$ cat config.mk
export PLATFORM = sky130hd
export DESIGN_NAME = skip_and_string_effect_sequencer
export DESIGN_NICKNAME = d
export VERILOG_FILES = /design/src/logic/seq_pkg.sv /design/src/logic/skip_and_string_effect_sequencer.sv
export SDC_FILE = /design/constraint.sdc
export NUM_CORES = 1
export LEC_CHECK = 0
export ABC_AREA = 1
export BUFFER_PORTS_ARGS = -buffer_cell sky130_fd_sc_hd__buf_2
export CORE_MARGIN = 3
export CORE_UTILIZATION = 55
export DETAILED_ROUTE_END_ITERATION = 8
export PLACE_DENSITY = 0.83
export RECOVER_POWER = 50
export SLEW_MARGIN = 40
export SYNTH_ARGS = -nofsm -noshare
export SYNTH_HDL_FRONTEND = slang
export SYNTH_SLANG_ARGS = --single-unit
export TNS_END_PERCENT = 100
$ cat constraint.sdc
create_clock -name aclk -period 3.4 [get_ports aclk]
set_input_delay 0.17 -clock aclk [delete_from_list [all_inputs] [get_ports aclk]]
set_output_delay 0.17 -clock aclk [all_outputs]
set_load 0.01 [all_outputs]
$ cat src/logic/seq_pkg.sv
// Shared types and constants of the skip and string-effect sequencer.
// Assumes one 100 MHz clock and an AXI4-Lite master with 8-bit byte addresses.
package seq_pkg;

  // ----------------------------------------------------------------
  // Register map
  // ----------------------------------------------------------------
  localparam logic [7:0] ADDR_CTRL = 8'h00;
  localparam logic [7:0] ADDR_STATUS = 8'h04;
  localparam logic [7:0] ADDR_ERR = 8'h08;
  localparam logic [7:0] ADDR_REGS = 8'h0C;
  localparam int CTRL_RUN_BIT = 0;
  localparam int CTRL_MBE_BIT = 1;
  localparam int CTRL_MBS_LSB = 4;
  localparam int CTRL_PCS_LSB = 8;
  localparam int STATUS_CY_BIT = 0;
  localparam int STATUS_CLASS_LSB = 1;
  localparam int STATUS_SKIP_BIT = 4;
  localparam int STATUS_ADJ_LSB = 5;
  localparam int STATUS_PC_LSB = 8;
  localparam int ERR_TADDR_BIT = 0;
  localparam int ERR_FMEM_BIT = 1;
  localparam int ERR_PMEM_BIT = 2;
  localparam int ERR_MEM_ODD_BIT = 3;
  localparam int REGS_HL_LSB = 8;
  localparam logic [1:0] RESP_OKAY = 2'h0;
  localparam logic [1:0] RESP_SLVERR = 2'h2;

  // ----------------------------------------------------------------
  // Operand ranges and fixed banks
  // ----------------------------------------------------------------
  localparam logic [7:0] TADDR_MIN = 8'h20;
  localparam logic [7:0] TADDR_MAX = 8'h7F;
  localparam logic [11:0] FMEM_LO_MIN = 12'hFB0;
  localparam logic [11:0] FMEM_LO_MAX = 12'hFBF;
  localparam logic [11:0] FMEM_HI_MIN = 12'hFF0;
  localparam logic [11:0] PMEM_MIN = 12'hFC0;
  localparam logic [7:0] BANK0_TOP = 8'h7F;
  localparam logic [3:0] BANK_LOW = 4'h0;
  localparam logic [3:0] BANK_HIGH = 4'hF;
  localparam logic [2:0] PAIR_XA = 3'h0;
  localparam logic [2:0] PAIR_BC = 3'h1;
  localparam logic [2:0] PAIR_DE = 3'h2;
  localparam logic [2:0] PAIR_HL = 3'h3;
  localparam logic [11:0] PC_RESET = 12'h000;
  localparam logic [1:0] SKIP_LONG_EXTRA = 2'h1;
  localparam logic [1:0] SKIP_SHORT_EXTRA = 2'h0;
  localparam logic [1:0] PTR_STEP_EXTRA = 2'h1;

  // ----------------------------------------------------------------
  // Types
  // ----------------------------------------------------------------
  typedef enum logic [4:0] {
    OP_NOP = 5'h00, OP_MOV_A_IMM = 5'h01, OP_MOV_XA_IMM = 5'h02, OP_MOV_HL_IMM = 5'h03,
    OP_MOV_RP2_IMM = 5'h04, OP_ADD_IMMEDIATE_SKIP_ON_CARRY = 5'h05, OP_ADD_WITH_CARRY_OP = 5'h06, OP_SUBTRACT_WITH_BORROW_OP = 5'h07,
    OP_MOV_A_PTR = 5'h08, OP_MOV_XA_RP = 5'h09, OP_MOV_XA_MEM = 5'h0A,
    OP_JUMP = 5'h0B, OP_JUMP_WIDE = 5'h0C, OP_CALL_WIDE = 5'h0D, OP_CALL_COMPACT = 5'h0E,
    OP_CALL_SHORT = 5'h0F, OP_TABLE_CALL = 5'h10, OP_BIT_FAST = 5'h11, OP_BIT_PAIRED = 5'h12
  } op_t;
  typedef enum logic [2:0] {
    PTR_HL = 3'h0, PTR_HL_INC = 3'h1, PTR_HL_DEC = 3'h2, PTR_DE = 3'h3, PTR_DL = 3'h4
  } ptr_t;
  typedef enum logic [2:0] {STR_NONE = 3'b001, STR_ACC = 3'b010, STR_PTR = 3'b100} str_class_t;
  typedef enum logic [2:0] {ADJ_NONE = 3'b001, ADJ_ADD = 3'b010, ADJ_SUB = 3'b100} adj_t;

  typedef struct packed {
    op_t op;
    logic [11:0] addr;
    logic [7:0] imm;
    logic [1:0] bitsel;
    logic [2:0] pair;
    ptr_t ptr;
    logic [7:0] mem_data;
  } instr_t;

  typedef struct packed {
    logic valid;
    logic [3:0] bank;
    logic [7:0] addr;
    logic [3:0] bit_mask;
  } data_ref_t;

  typedef struct packed {
    logic run;
    logic bank_enable_flag;
    logic [3:0] bank_select_value;
    logic [1:0] processor_clock_setting;
  } ctrl_t;

  localparam ctrl_t CTRL_RESET = '{run: 1'b1, bank_enable_flag: 1'b0,
                                   bank_select_value: 4'h0, processor_clock_setting: 2'h0};

  typedef struct packed {
    ctrl_t ctrl;
    logic [11:0] pc;
    logic [7:0][7:0] regs;
    logic carry;
    str_class_t last_class;
    logic skip_next;
    adj_t adj;
    logic [1:0] cnt;
    logic [2:0] div;
    logic [3:0] err;
    data_ref_t dref;
    logic skip_pulse;
    logic aw_held;
    logic [7:0] aw_addr;
    logic w_held;
    logic [31:0] w_data;
    logic [3:0] w_strb;
    logic bvalid;
    logic [1:0] bresp;
    logic rvalid;
    logic [31:0] rdata;
    logic [1:0] rresp;
  } state_t;

  // ----------------------------------------------------------------
  // Instruction properties
  // ----------------------------------------------------------------
  function automatic logic [1:0] instr_bytes(input op_t op);
    unique case (op)
      OP_JUMP, OP_JUMP_WIDE, OP_CALL_WIDE: instr_bytes = 2'h3;
      OP_MOV_XA_IMM, OP_MOV_HL_IMM, OP_MOV_RP2_IMM, OP_MOV_XA_RP, OP_MOV_XA_MEM,
      OP_CALL_COMPACT, OP_CALL_SHORT, OP_BIT_FAST, OP_BIT_PAIRED: instr_bytes = 2'h2;
      default: instr_bytes = 2'h1;
    endcase
  endfunction : instr_bytes

  function automatic str_class_t str_class(input op_t op);
    unique case (op)
      OP_MOV_A_IMM, OP_MOV_XA_IMM: str_class = STR_ACC;
      OP_MOV_HL_IMM: str_class = STR_PTR;
      default: str_class = STR_NONE;
    endcase
  endfunction : str_class

  function automatic logic is_long(input op_t op);
    is_long = (op == OP_JUMP) || (op == OP_JUMP_WIDE) || (op == OP_CALL_WIDE);
  endfunction : is_long

endpackage : seq_pkg

$ cat src/logic/skip_and_string_effect_sequencer.sv
// Instruction sequencer: string effect, skips, base adjustment, operand decode.
// Assumes program memory presents one decoded instruction per handshake at fetch_pc.
`timescale 1ns/1ns
module skip_and_string_effect_sequencer
  import seq_pkg::*;
(
  input wire logic aclk,
  input wire logic aresetn,
  input wire logic awvalid,
  output logic awready,
  input wire logic [7:0] awaddr,
  input wire logic wvalid,
  output logic wready,
  input wire logic [31:0] wdata,
  input wire logic [3:0] wstrb,
  output logic bvalid,
  input wire logic bready,
  output logic [1:0] bresp,
  input wire logic arvalid,
  output logic arready,
  input wire logic [7:0] araddr,
  output logic rvalid,
  input wire logic rready,
  output logic [31:0] rdata,
  output logic [1:0] rresp,
  output logic [11:0] fetch_pc,
  input wire logic instr_valid,
  output logic instr_ready,
  input wire instr_t instr,
  output data_ref_t data_ref,
  output logic carry_flag,
  output logic [3:0] active_data_bank,
  output logic skip_taken
);

  state_t s;
  state_t next_s;
  logic tick;
  logic [2:0] div_mask;
  logic [4:0] sum5;
  logic [7:0] ptr_addr;
  logic [3:0] l_next;
  logic [3:0] hl_bank;
  logic [7:0] mem_addr;
  logic [3:0] mem_bank;
  logic take;
  logic skip_adj;
  logic wr_fire;
  logic [31:0] rd_word;
  logic [3:0] err_set;

  // ----------------------------------------------------------------
  // Outputs
  // ----------------------------------------------------------------
  assign awready = !s.aw_held && !s.bvalid;
  assign wready = !s.w_held && !s.bvalid;
  assign bvalid = s.bvalid;
  assign bresp = s.bresp;
  assign arready = !s.rvalid;
  assign rvalid = s.rvalid;
  assign rdata = s.rdata;
  assign rresp = s.rresp;
  assign fetch_pc = s.pc;
  assign data_ref = s.dref;
  assign carry_flag = s.carry;
  assign skip_taken = s.skip_pulse;
  assign active_data_bank = hl_bank;
  assign instr_ready = s.ctrl.run && (s.cnt == 2'h0) && tick;

  assign hl_bank = s.ctrl.bank_enable_flag ? s.ctrl.bank_select_value : BANK_LOW;

  // ----------------------------------------------------------------
  // Next state
  // ----------------------------------------------------------------
  always_comb begin
    next_s = s;
    sum5 = 5'h00;
    ptr_addr = 8'h00;
    l_next = 4'h0;
    mem_addr = instr.addr[7:0];
    mem_bank = BANK_LOW;
    skip_adj = 1'b0;
    rd_word = 32'h0000_0000;
    err_set = 4'h0;
    next_s.dref.valid = 1'b0;
    next_s.skip_pulse = 1'b0;
    next_s.div = s.div + 3'h1;
    div_mask = 3'((4'h1 << s.ctrl.processor_clock_setting) - 4'h1);
    tick = (s.div & div_mask) == div_mask;
    if (tick && s.cnt != 2'h0) begin
      next_s.cnt = s.cnt - 2'h1;
    end
    take = instr_valid && instr_ready;
    if (s.ctrl.bank_enable_flag) begin
      mem_bank = s.ctrl.bank_select_value;
    end else if (mem_addr > BANK0_TOP) begin
      mem_bank = BANK_HIGH;
    end

    if (take) begin
      next_s.pc = s.pc + 12'(instr_bytes(instr.op));
      next_s.last_class = str_class(instr.op);
      next_s.skip_next = 1'b0;
      next_s.adj = ADJ_NONE;
      next_s.cnt = instr_bytes(instr.op) - 2'h1;
      if (s.adj == ADJ_ADD) begin
        skip_adj = (instr.op == OP_ADD_IMMEDIATE_SKIP_ON_CARRY) && s.carry;
      end
      if (s.adj == ADJ_SUB) begin
        skip_adj = (instr.op == OP_ADD_IMMEDIATE_SKIP_ON_CARRY) && !s.carry;
      end
      if (s.skip_next || skip_adj) begin
        next_s.skip_pulse = 1'b1;
        next_s.cnt = is_long(instr.op) ? SKIP_LONG_EXTRA : SKIP_SHORT_EXTRA;
      end else if (str_class(instr.op) != STR_NONE && str_class(instr.op) == s.last_class) begin
        next_s.cnt = instr_bytes(instr.op) - 2'h1;
      end else begin
        unique case (instr.op)
          OP_MOV_A_IMM: next_s.regs[PAIR_XA][3:0] = instr.imm[3:0];
          OP_MOV_XA_IMM: next_s.regs[PAIR_XA] = instr.imm;
          OP_MOV_HL_IMM: next_s.regs[PAIR_HL] = instr.imm;
          OP_MOV_RP2_IMM: next_s.regs[instr.pair[0] ? PAIR_DE : PAIR_BC] = instr.imm;
          OP_ADD_IMMEDIATE_SKIP_ON_CARRY: begin
            sum5 = {1'b0, s.regs[PAIR_XA][3:0]} + {1'b0, instr.imm[3:0]};
            next_s.regs[PAIR_XA][3:0] = sum5[3:0];
            next_s.skip_next = sum5[4] && (s.adj == ADJ_NONE);
          end
          OP_ADD_WITH_CARRY_OP: begin
            sum5 = {1'b0, s.regs[PAIR_XA][3:0]} + {1'b0, instr.mem_data[3:0]}
                   + {4'h0, s.carry};
            next_s.regs[PAIR_XA][3:0] = sum5[3:0];
            next_s.carry = sum5[4];
            next_s.adj = ADJ_ADD;
            next_s.dref = '{valid: 1'b1, bank: hl_bank, addr: s.regs[PAIR_HL], bit_mask: 4'hF};
          end
          OP_SUBTRACT_WITH_BORROW_OP: begin
            sum5 = {1'b0, s.regs[PAIR_XA][3:0]} - {1'b0, instr.mem_data[3:0]}
                   - {4'h0, s.carry};
            next_s.regs[PAIR_XA][3:0] = sum5[3:0];
            next_s.carry = sum5[4];
            next_s.adj = ADJ_SUB;
            next_s.dref = '{valid: 1'b1, bank: hl_bank, addr: s.regs[PAIR_HL], bit_mask: 4'hF};
          end
          OP_MOV_A_PTR: begin
            unique case (instr.ptr)
              PTR_DE: ptr_addr = s.regs[PAIR_DE];
              PTR_DL: ptr_addr = {s.regs[PAIR_DE][7:4], s.regs[PAIR_HL][3:0]};
              default: ptr_addr = s.regs[PAIR_HL];
            endcase
            next_s.regs[PAIR_XA][3:0] = instr.mem_data[3:0];
            next_s.dref.valid = 1'b1;
            next_s.dref.addr = ptr_addr;
            next_s.dref.bank = (instr.ptr == PTR_DE || instr.ptr == PTR_DL) ? BANK_LOW : hl_bank;
            next_s.dref.bit_mask = 4'hF;
            if (instr.ptr == PTR_HL_INC || instr.ptr == PTR_HL_DEC) begin
              l_next = (instr.ptr == PTR_HL_INC) ? s.regs[PAIR_HL][3:0] + 4'h1
                                                 : s.regs[PAIR_HL][3:0] - 4'h1;
              next_s.regs[PAIR_HL][3:0] = l_next;
              next_s.skip_next = (instr.ptr == PTR_HL_INC) ? (l_next == 4'h0)
                                                           : (l_next == 4'hF);
              next_s.cnt = PTR_STEP_EXTRA;
            end
          end
          OP_MOV_XA_RP: next_s.regs[PAIR_XA] = s.regs[instr.pair];
          OP_MOV_XA_MEM: begin
            next_s.regs[PAIR_XA] = instr.mem_data;
            next_s.dref = '{valid: 1'b1, bank: mem_bank, addr: mem_addr, bit_mask: 4'hF};
            if (instr.addr[0]) begin
              err_set[ERR_MEM_ODD_BIT] = 1'b1;
            end
          end
          OP_JUMP, OP_JUMP_WIDE, OP_CALL_WIDE, OP_CALL_COMPACT: begin
            next_s.pc = instr.addr;
            next_s.last_class = STR_NONE;
          end
          OP_CALL_SHORT: begin
            next_s.pc = {1'b0, instr.addr[10:0]};
            next_s.last_class = STR_NONE;
          end
          OP_TABLE_CALL: begin
            if (instr.addr[7:0] < TADDR_MIN || instr.addr[7:0] > TADDR_MAX || instr.addr[0]
                || instr.addr[11:8] != 4'h0) begin
              err_set[ERR_TADDR_BIT] = 1'b1;
            end
          end
          OP_BIT_FAST: begin
            if (!((instr.addr >= FMEM_LO_MIN && instr.addr <= FMEM_LO_MAX)
                  || instr.addr >= FMEM_HI_MIN)) begin
              err_set[ERR_FMEM_BIT] = 1'b1;
            end
            next_s.dref = '{valid: 1'b1, bank: BANK_HIGH, addr: instr.addr[7:0],
                            bit_mask: 4'(4'h1 << instr.bitsel)};
          end
          OP_BIT_PAIRED: begin
            if (instr.addr < PMEM_MIN) begin
              err_set[ERR_PMEM_BIT] = 1'b1;
            end
            next_s.dref = '{valid: 1'b1, bank: BANK_HIGH,
                            addr: {instr.addr[7:2], s.regs[PAIR_HL][3:2]},
                            bit_mask: 4'(4'h1 << s.regs[PAIR_HL][1:0])};
          end
          default: next_s.pc = s.pc + 12'h001;
        endcase
      end
    end

    next_s.err = s.err | err_set;

    // ----------------------------------------------------------------
    // AXI4-Lite write side
    // ----------------------------------------------------------------
    if (awvalid && awready) begin
      next_s.aw_held = 1'b1;
      next_s.aw_addr = awaddr;
    end
    if (wvalid && wready) begin
      next_s.w_held = 1'b1;
      next_s.w_data = wdata;
      next_s.w_strb = wstrb;
    end
    wr_fire = s.aw_held && s.w_held && !s.bvalid;
    if (wr_fire) begin
      next_s.aw_held = 1'b0;
      next_s.w_held = 1'b0;
      next_s.bvalid = 1'b1;
      next_s.bresp = RESP_OKAY;
      unique case (s.aw_addr)
        ADDR_CTRL: begin
          if (s.w_strb[0]) begin
            next_s.ctrl.run = s.w_data[CTRL_RUN_BIT];
            next_s.ctrl.bank_enable_flag = s.w_data[CTRL_MBE_BIT];
            next_s.ctrl.bank_select_value = s.w_data[CTRL_MBS_LSB +: 4];
          end
          if (s.w_strb[1]) begin
            next_s.ctrl.processor_clock_setting = s.w_data[CTRL_PCS_LSB +: 2];
          end
        end
        // Clear loses to a same-cycle error report
        ADDR_ERR: begin
          if (s.w_strb[0]) begin
            next_s.err = (s.err & ~s.w_data[3:0]) | err_set;
          end
        end
        ADDR_STATUS, ADDR_REGS: next_s.bresp = RESP_OKAY;
        default: next_s.bresp = RESP_SLVERR;
      endcase
    end
    if (s.bvalid && bready) begin
      next_s.bvalid = 1'b0;
    end

    // ----------------------------------------------------------------
    // AXI4-Lite read side
    // ----------------------------------------------------------------
    if (arvalid && arready) begin
      next_s.rvalid = 1'b1;
      next_s.rresp = RESP_OKAY;
      unique case (araddr)
        ADDR_CTRL: begin
          rd_word[CTRL_RUN_BIT] = s.ctrl.run;
          rd_word[CTRL_MBE_BIT] = s.ctrl.bank_enable_flag;
          rd_word[CTRL_MBS_LSB +: 4] = s.ctrl.bank_select_value;
          rd_word[CTRL_PCS_LSB +: 2] = s.ctrl.processor_clock_setting;
        end
        ADDR_STATUS: begin
          rd_word[STATUS_CY_BIT] = s.carry;
          rd_word[STATUS_CLASS_LSB +: 3] = s.last_class;
          rd_word[STATUS_SKIP_BIT] = s.skip_next;
          rd_word[STATUS_ADJ_LSB +: 3] = s.adj;
          rd_word[STATUS_PC_LSB +: 12] = s.pc;
        end
        ADDR_ERR: rd_word[3:0] = s.err;
        ADDR_REGS: begin
          rd_word[7:0] = s.regs[PAIR_XA];
          rd_word[REGS_HL_LSB +: 8] = s.regs[PAIR_HL];
        end
        default: next_s.rresp = RESP_SLVERR;
      endcase
      next_s.rdata = rd_word;
    end
    if (s.rvalid && rready) begin
      next_s.rvalid = 1'b0;
    end
  end

  // ----------------------------------------------------------------
  // State register
  // ----------------------------------------------------------------
  always_ff @(posedge aclk) begin
    if (!aresetn) begin
      s <= '0;
      s.ctrl <= CTRL_RESET;
      s.pc <= PC_RESET;
      s.last_class <= STR_NONE;
      s.adj <= ADJ_NONE;
    end else begin
      s <= next_s;
    end
  end

endmodule : skip_and_string_effect_sequencer

Yosys cells after proc, flatten, opt, wreduce, memory -nomap -nowiden:

Memories as Yosys holds them, arrays and structs flattened.
Cells that the tools add are included.

* memories: 3
* bits of input ports: 101
* logic and storage cells: 248
* ROM bits: 192
* output and inout bits: 77
* register bits after elaboration: 167

* bitwise operators: 9
* shift operators: 3
* reduce and logical (&&, ||, !) cells: 68
* equality and inequality tests: 36
* order comparisons: 9
* multiplexer cells: 69
* $add $sub $neg: 14

Memories
* (name not given): words 32, width 2, read ports 1, clocked after Yosys merged registers in 0, wr ports 0, line seq_pkg.sv:122 `unique case (op)`
* (name not given): words 32, width 2, read ports 1, clocked after Yosys merged registers in 0, wr ports 0, line seq_pkg.sv:122
* (name not given): words 32, width 2, read ports 1, clocked after Yosys merged registers in 0, wr ports 0, line seq_pkg.sv:122

Operators by type and width (number)
* 2-to-1 mux 84 bit: 2
* one-hot mux 17 bit (5 select lines): 1
* bitwise mux 64 bit: 1
* 2-to-1 mux 4 bit: 13
* equality test 5 x 4 -> 1 bit (second input constant): 8
* one-hot mux 12 bit (3 select lines): 1
* equality test 8 x 4 -> 1 bit (second input constant): 4
* 2-to-1 mux 32 bit: 1
* 2-to-1 mux 2 bit: 14
* one-hot mux 4 bit (7 select lines): 1
* binary-select mux 8 bit (select 3 bit): 1
* demux 8 bit (select 3 bit): 1
* greater-or-equal comparator 12 bit (second input constant): 2
* AND reduction 4 bit: 6
* equality test 5 x 3 -> 1 bit (second input constant): 4
* logical AND 1 bit: 19
* one-hot mux 6 bit (3 select lines): 1
* equality test 8 x 3 -> 1 bit (second input constant): 2
* zero test 8 bit: 2
* 2-to-1 mux 16 bit: 1
* 2-to-1 mux 8 bit: 2
* one-hot mux 4 bit (4 select lines): 1
* one-hot mux 8 bit (2 select lines): 1
* OR reduction 4 bit: 4
* other kinds (59): 115

Logic depth before layout (Yosys ltp):

Gate-level depths: netlist of the first run.

* depth after elaboration: 19
* mapped depth: 17
* mapped depth without buffers: 17

Worst setup path before layout of the first run:

No wires, ideal clock.

* path type: reg-to-reg
* start: register s (netlist bit carry_flag)
* end: register s[121] (netlist name)
* data required time: 3288 ps
* arrival time: 1997 ps
* slack: 1291 ps
* stages on the path, launching flop included: 12
* setup time: 112 ps
* buffers on the path: 0
* period minus slack after synthesis: 2109 ps
* path through: dfxtp_1 inv_1 fa_1 fa_1 inv_1 nor2_1 o21ai_0 nand2_1 nor3_1 o211ai_1 nor2_1 nor2_1

* longest elaborated chain between the ends: 7
* elaborated cells between the ends (all ways): 12

Ends and longest elaborated chain
* start, declared: line skip_and_string_effect_sequencer.sv:36 `state_t s;`
* start signal, assigned: line skip_and_string_effect_sequencer.sv:297 `s <= next_s;`
* branches (longest 7 deep; another with subtractor 5 x 1 -> 5 bit)

Parallel ways; which one is timed is not known. The select of a mux whose other input is x is not followed.
A chain may end at the register's enable or synchronous reset.

Worst setup path after layout of the first run:

* start: register s (netlist bit carry_flag)
* end: register s (netlist bit data_ref[15])

* longest elaborated chain between the ends: 7
* elaborated cells between the ends (all ways): 9

Ends and longest elaborated chain
* logical AND 1 bit or zero test 1 bit (tied branches): line skip_and_string_effect_sequencer.sv:107, skip_and_string_effect_sequencer.sv:110
* 2-to-1 mux 1 bit or logical AND 1 bit (tied branches): line skip_and_string_effect_sequencer.sv:106, skip_and_string_effect_sequencer.sv:110
* 2-to-1 mux 1 bit (*): line skip_and_string_effect_sequencer.sv:109 `if (s.adj == ADJ_SUB) begin`
* 2-to-1 mux 1 bit (*): line skip_and_string_effect_sequencer.sv:100 `if (take) begin`
* logical OR 1 bit (*): line skip_and_string_effect_sequencer.sv:112 `if (s.skip_next || skip_adj) begin`
* inverter 1 bit (no source line) (*)
* AND reduction 4 bit (no source line) (*)

Mark *: on every way between the ends. The rest lies on a longest branch, timed or not. The select of a mux whose other input is x is not followed.

==> metrics, run 1 <==
run status complete, no violations; share of flip-flops with an asynchronous set or reset after synthesis 0%; number of rows created at floorplan 45; Area growth syn-to-layout 11.6%; final weighted congestion of routability-driven global placement 0.940; cell repeated most along the worst path nor2_1; maximum clock path buffer count 2; timing-limited maximum frequency 408 MHz; Power Density 488 nW/um^2; part of the Yosys area used for sequential elements 30.6%; Post-Syn Instances 1,347; Rel. slew slack 36.9%; clock group share of total power 42.6%; fraction of layout instances using a drive strength above 1 11.0%; Final Skew 0.00876 ns; total setup violations reported at the end of the flow 0; Arr. time, crit path 2.78 ns; number of storage elements in the synthesis netlist 133; total routing usage reported by global routing 28.9%; number of global-route vias before repair 8,097; delay contributed by the slowest stage of the critical path 0.47 ns; type of the most critical hold path in2reg; IO Port Bufs 139; clk sinks 133; RSZ-0062 raised after global routing no; layout net count 1,557; number of buffers inserted during clock tree synthesis 17; post-detailed-route DRC marker count 0; Leak 4.59 nW; start-to-end type of the worst setup path reg2reg; number of standard cells in the final layout excluding fillers 1,648; final period demand of the worst path 2.45 ns; NetSw 1.48 mW; number of warnings issued by yosys 0; hold violation total from the final report 0; most used standard cells in the synthesized netlist nand2_1, nor2_1, inv_1; clock tree from TritonCTS done; share of the synthesized area in the top cell type 30.6%; final worst-path setup slack 0.947 ns; critical path required time 3.72 ns; routed vias/inst 5.52; Place WS 0.794 ns; Post-synth top flop dfxtp_1; fin. max-slew vios 0; initial cell density of the core 56.7%; placed inst area 9090 sq um; Max stage delay cell, worst path dfxtp_1; EDFF count, synth 0; overall die height 132 um; post-CTS setup buffers 0; post-cts resize count 0; die outline width 132 um; total global routing overflow 0; initial antenna violation count 0; total die area 17,400 sq um; detailed placer's ending HPWL 19.0 mm; total vias in the final route 9,103; core box area 15,400 sq um; Design Area, Final 9720 sq um; top area cells in the synthesized netlist dfxtp_1, nand2_1, nor2_1, o21ai_0, inv_1; part of the cycle the worst path needs 72.1%; DRT Pass-1 Iters 6; kind of capture point of the worst setup path flop; category of the worst setup path launch point flop; max cap viols 0; violation count after the first detailed-routing iteration 988; internal power 3.27 mW; antenna-violating nets left 0; transition time at the pin with the least slew margin 0.946 ns; summed negative setup slack over all endpoints 0 ns; clock root buffer master clkbuf_16; placed cell count 1,610; routed len/inst 15.7 um; Avg Cell Area, Syn 6.46 sq um; Seq pwr share 36.9%; Top-Level Pins 178; most instantiated library cell after synthesis nand2_1; crit-path cells inv_1 -> nand3_1 -> nand2_1 -> nand2_1 -> o21bai_1 -> nor2_1 -> nand2_2 -> nor2_4 -> inv_4 -> nor2_1 -> nor2_1; cell type contributing the most total cell area after synthesis dfxtp_1; wire length of the first global-routing pass 40.7 mm; H-tree depth 4; latest clock arrival within the worst-skew pair 0.43 ns; diode count 0; post-CTS clock slew at the launch and capture registers of the worst setup and hold paths 0.06 ns; mapped cell area 8710 sq um; post-layout power 4.74 mW; pin count of the biggest net entering global routing 94; final wirelength 25.9 mm; Comb pwr share 20.5%; worst-case vdd ir drop 398 uV; Unique masters post-synth 45; critical path fanouts, max 17; Switching Fraction 31.1%
path summary, 6_finish.rpt:
path | from | to | slack [ns] | cells past startpoint
setup reg to reg | carry_flag | data_ref[15] | 0.95 | 11
setup / recovery | carry_flag | data_ref[15] | 0.95 | 11
hold / removal | awaddr[4] | s[79] | 0.0009 | 3
hold reg to reg | s[38] | s[38] | 0.46 | 2
logic make-up after synthesis:
| group | Yosys count | synth area share [%] |
|---|---|---|
| xor+xnor | 19 | 1.91 |
| other cells | 1 | 0.0431 |
| simple gates | 660 | 32.2 |
| flops | 133 | 30.6 |
| buf+inv | 258 | 14.4 |
| fa+ha+maj | 32 | 5.20 |
| compound gates | 244 | 15.6 |
power groups by stage:
stage	Clock [mW]	Combinational [mW]	Sequential (mW)
detailed placement	0	0.949	1.78
global route	2.09	1.08	1.76
global placement	0	0.929	1.77
CTS	2.02	0.966	1.75
floorplan	0	0.734	1.75
finish	2.02	0.975	1.75
layout make-up:
type                       instances  area [sq um]
fill                            1479          5650
multi-input combinational        969          4850
sequential                       133          2660
timing repair buffer             153           738
inverter                         150           568
clock buffer                      22           474
tap                              211           264
clock inverter                    10           166
sequential cells by signal, indices dropped and copies added, names as in the netlist, 12 cells and up:
name	cells
rdata	20
fetch_pc	12
data_ref	17
s	78
metrics by stage:
stage	hold slack, ns	util (%)
2_1_floorplan	0.262	-
3_3_place_gp	0.350	59.1
3_5_place_dp	0.358	59.2
4_1_cts	0.00341	63.7
5_1_grt	0.0301	63.2
6_report	0.000943	63.2
layer usage:
| layer | up-vias | part of all wire, % | track usage (%) |
|---|---|---|---|
| met5 | - | 0 | 0 |
| met4 | 0 | 3.4 | 12.1 |
| met3 | 68 | 8.9 | 6.15 |
| met2 | 423 | 47 | 46.7 |
| met1 | 4197 | 41 | 37.5 |
| li1 | 4415 | - | - |
critical path: cells and delay by family, from the launching register on:
family / cells / cell delay (ns)
flops: 1 / 0.47
simple gates: 8 / 1.42
compound gates: 1 / 0.11
buf+inv: 2 / 0.34
cells in the final DEF (no fill, tap or decap), types with 3 or more instances in the layout:
cell type / instances
nand2_1: 333
nor2_1: 193
inv_1: 143
dfxtp_1: 133
o21ai_0: 109
nand3_1: 78
a21oi_1: 77
buf_2: 77
clkbuf_1: 65
ha_1: 25
o211ai_1: 18
xor2_1: 17
clkbuf_16: 17
conb_1: 14
nand4_1: 11
o22ai_1: 10
nor3_1: 9
nor2_2: 8
or2_2: 7
fa_1: 7
nand2_2: 6
dlygate4sd3_1: 6
buf_4: 6
inv_2: 5
a22oi_1: 5
o221ai_1: 5
o2111ai_1: 5
nor2_4: 4
o21ai_1: 4
bufinv_16: 4
a31oi_1: 3
nand3_4: 3
clkbuf_8: 3
inv_6: 3
timing repair:
| item | CTS | global route |
|---|---|---|
| endpoints found under the hold margin | 6 | 0 |
| hold buffers | 6 | 0 |
| setup endpoints to repair | 0 | 0 |
(Power assumes the default switching activity.)
==> run 2: changes to the inputs <==
- clock period: 3.4 -> 2.29 ns (I/O delays scaled with it)
==> metrics, run 2 (same netlist as run 1, synthesis figures left out) <==
run status complete, no violations (unchanged); wire length of the first global-routing pass 43.2 mm (was 40.7 mm); R2R Path End carry_flag (was data_ref[15]); busiest grt layer met2 (unchanged); DRT Pass-1 Iters 7 (was 6); final wirelength 26.9 mm (was 25.9 mm); type of the most critical hold path in2reg (unchanged); antenna-violating nets left 0 (unchanged); routed len/inst 15.9 um (was 15.7 um); max cap viols 0 (unchanged); area of combinational cells with multiple inputs 4850 sq um (about the same); Arr. time, crit path 2.50 ns (was 2.78 ns); post-CTS setup buffers 0 (unchanged); worst-case vdd ir drop 518 uV (was 398 uV); Power Density 715 nW/um^2 (was 488 nW/um^2); Rel. slew slack 15.5% (was 36.9%); register bank with the most flops s (unchanged); layout net count 1,599 (was 1,557); kind of capture point of the worst setup path flop (unchanged); fin. max-slew vios 0 (unchanged); clock tree from TritonCTS done (unchanged); FILL cells 1,416 (was 1,479); total die area 17,400 sq um (unchanged); Leak 4.79 nW (was 4.59 nW); overall die height 132 um (unchanged); commonest cells after routing, fill and taps aside nand2_1, nor2_1, inv_1 (unchanged); maximum clock path buffer count 2 (unchanged); flip-flop count of the largest register, all copies and words added 78 (unchanged); Final Skew 0.00409 ns (was 0.00876 ns); H-tree depth 4 (unchanged); pin count of the biggest net entering global routing 66 (was 94); diode count 0 (unchanged); hold violation total from the final report 0 (unchanged); final weighted congestion of routability-driven global placement 0.981 (was 0.940); routing usage on met2 49.3% (was 46.7%); total global routing overflow 0 (unchanged); most common library cell in the layout ignoring fill and taps nand2_1 (unchanged); met3 Resource Use GR 7.37% (was 6.15%); total routing usage reported by global routing 30.4% (was 28.9%); start-to-end type of the worst setup path reg2reg (unchanged); initial cell density of the core 56.7% (unchanged); number of buffers inserted during clock tree synthesis 17 (unchanged); timing-limited maximum frequency 466 MHz (was 408 MHz); number of rows created at floorplan 45 (unchanged); minimum hold slack 0.00820 ns (was 0.000943 ns); timing startpoint of the critical path carry_flag (unchanged); total setup violations reported at the end of the flow 0 (unchanged); transition time at the pin with the least slew margin 1.27 ns (was 0.946 ns); Worst R2R Start carry_flag (unchanged); latest clock arrival within the worst-skew pair 0.43 ns (about the same); total vias in the final route 9,347 (was 9,103); category of the worst setup path launch point flop (unchanged); slack of the worst reg-to-reg path 0.14 ns (was 0.95 ns); routed vias/inst 5.53 (was 5.52); IO Port Bufs 139 (unchanged); part of the cycle the worst path needs 93.7% (was 72.1%); post-detailed-route DRC marker count 0 (unchanged); initial antenna violation count 0 (unchanged); critical path required time 2.65 ns (was 3.72 ns); violation count after the first detailed-routing iteration 1,041 (was 988); detailed placer's ending HPWL 19.5 mm (was 19.0 mm); Area growth syn-to-layout 15.8% (was 11.6%); Top-Level Pins 178 (unchanged); CP endpoint carry_flag (was data_ref[15]); clock root buffer master clkbuf_16 (unchanged); core occupancy in the finished layout 65.6% (was 63.2%); sequential cell area in the final layout 2660 sq um (about the same); length in cells of the worst reg-to-reg path 10 (was 11); core box area 15,400 sq um (unchanged); fraction of layout instances using a drive strength above 1 12.4% (was 11.0%); final period demand of the worst path 2.15 ns (was 2.45 ns); met1 Resource Use GR 38.1% (was 37.5%); die outline width 132 um (unchanged); number of global-route vias before repair 8,711 (was 8,097); summed negative setup slack over all endpoints 0 ns (unchanged); clk sinks 133 (unchanged); post-CTS clock slew at the launch and capture registers of the worst setup and hold paths 0.06 ns (about the same); RSZ-0062 raised after global routing no (unchanged); critical path fanouts, max 3 (was 17)
run 2: how the worst min path moves through the flow:
stage / start / to / slack (ns) / depth (start not counted)
floorplan: bready / bvalid / 0.21 / 1
global placement: bready / bvalid / 0.29 / 2
detailed placement: bready / bvalid / 0.30 / 2
CTS: wdata[5] / s[47] / 0.004 / 3
global route: wdata[5] / s[47] / 0.04 / 3
finish: wdata[2] / s[44] / 0.008 / 3
run 2: timing repair:
item	4_1_cts	5_1_grt
endpoints found under the hold margin	33	0
setup endpoints to repair	0	18
hold buffers	24	0
resized for setup	0	3
run 2: power breakdown:
group / switching, mW / internal [mW] / total, mW / leakage, nW
combinational: 1.01 / 0.530 / 1.54 / 3.40
sequential: 0.128 / 2.47 / 2.60 / 1.08
clock: 1.12 / 1.95 / 3.07 / 0.312
run 2: cell type report:
class                   instances  share of cell area [%]
well taps                     211                    2.62
flip-flops and latches        133                    26.4
clock buffers                  18                    4.26
inverters                     150                    5.63
repair buffers                195                    10.8
multi-input cells             969                    48.1
clock inverters                14                    2.21
run 2: routing by layer:
metal  share of wire [%]  vias up
met1                  41     4243
met4                 4.8        0
li1                    -     4498
met3                 9.2      112
met2                  45      494
met5                   0        -
run 2: per-stage QoR:
| step | setup WS [ns] | instances | cell area, sq um | total power, mW |
|---|---|---|---|---|
| after CTS | 0.0591 | 1690 | 10200 | 7.19 |
| after global routing | 0.0108 | 1690 | 10100 | 7.50 |
| after floorplan | 0.181 | 1360 | 8760 | 3.69 |
| final | 0.144 | 1690 | 10100 | 7.21 |
| after global placement | 0.0710 | 1634 | 9280 | 4.08 |
| after detailed placement | 0.0531 | 1634 | 9280 | 4.11 |
run 2: worst max-delay path, stage by stage (launching register included):
cell	delay, ns
dfxtp_1	0.32
inv_1	0.11
fa_1	0.45
fa_1	0.37
inv_1	0.08
nand2_1	0.06
a21oi_1	0.16
xnor2_1	0.08
a22oi_1	0.20
nand3_1	0.11
a21oi_1	0.13
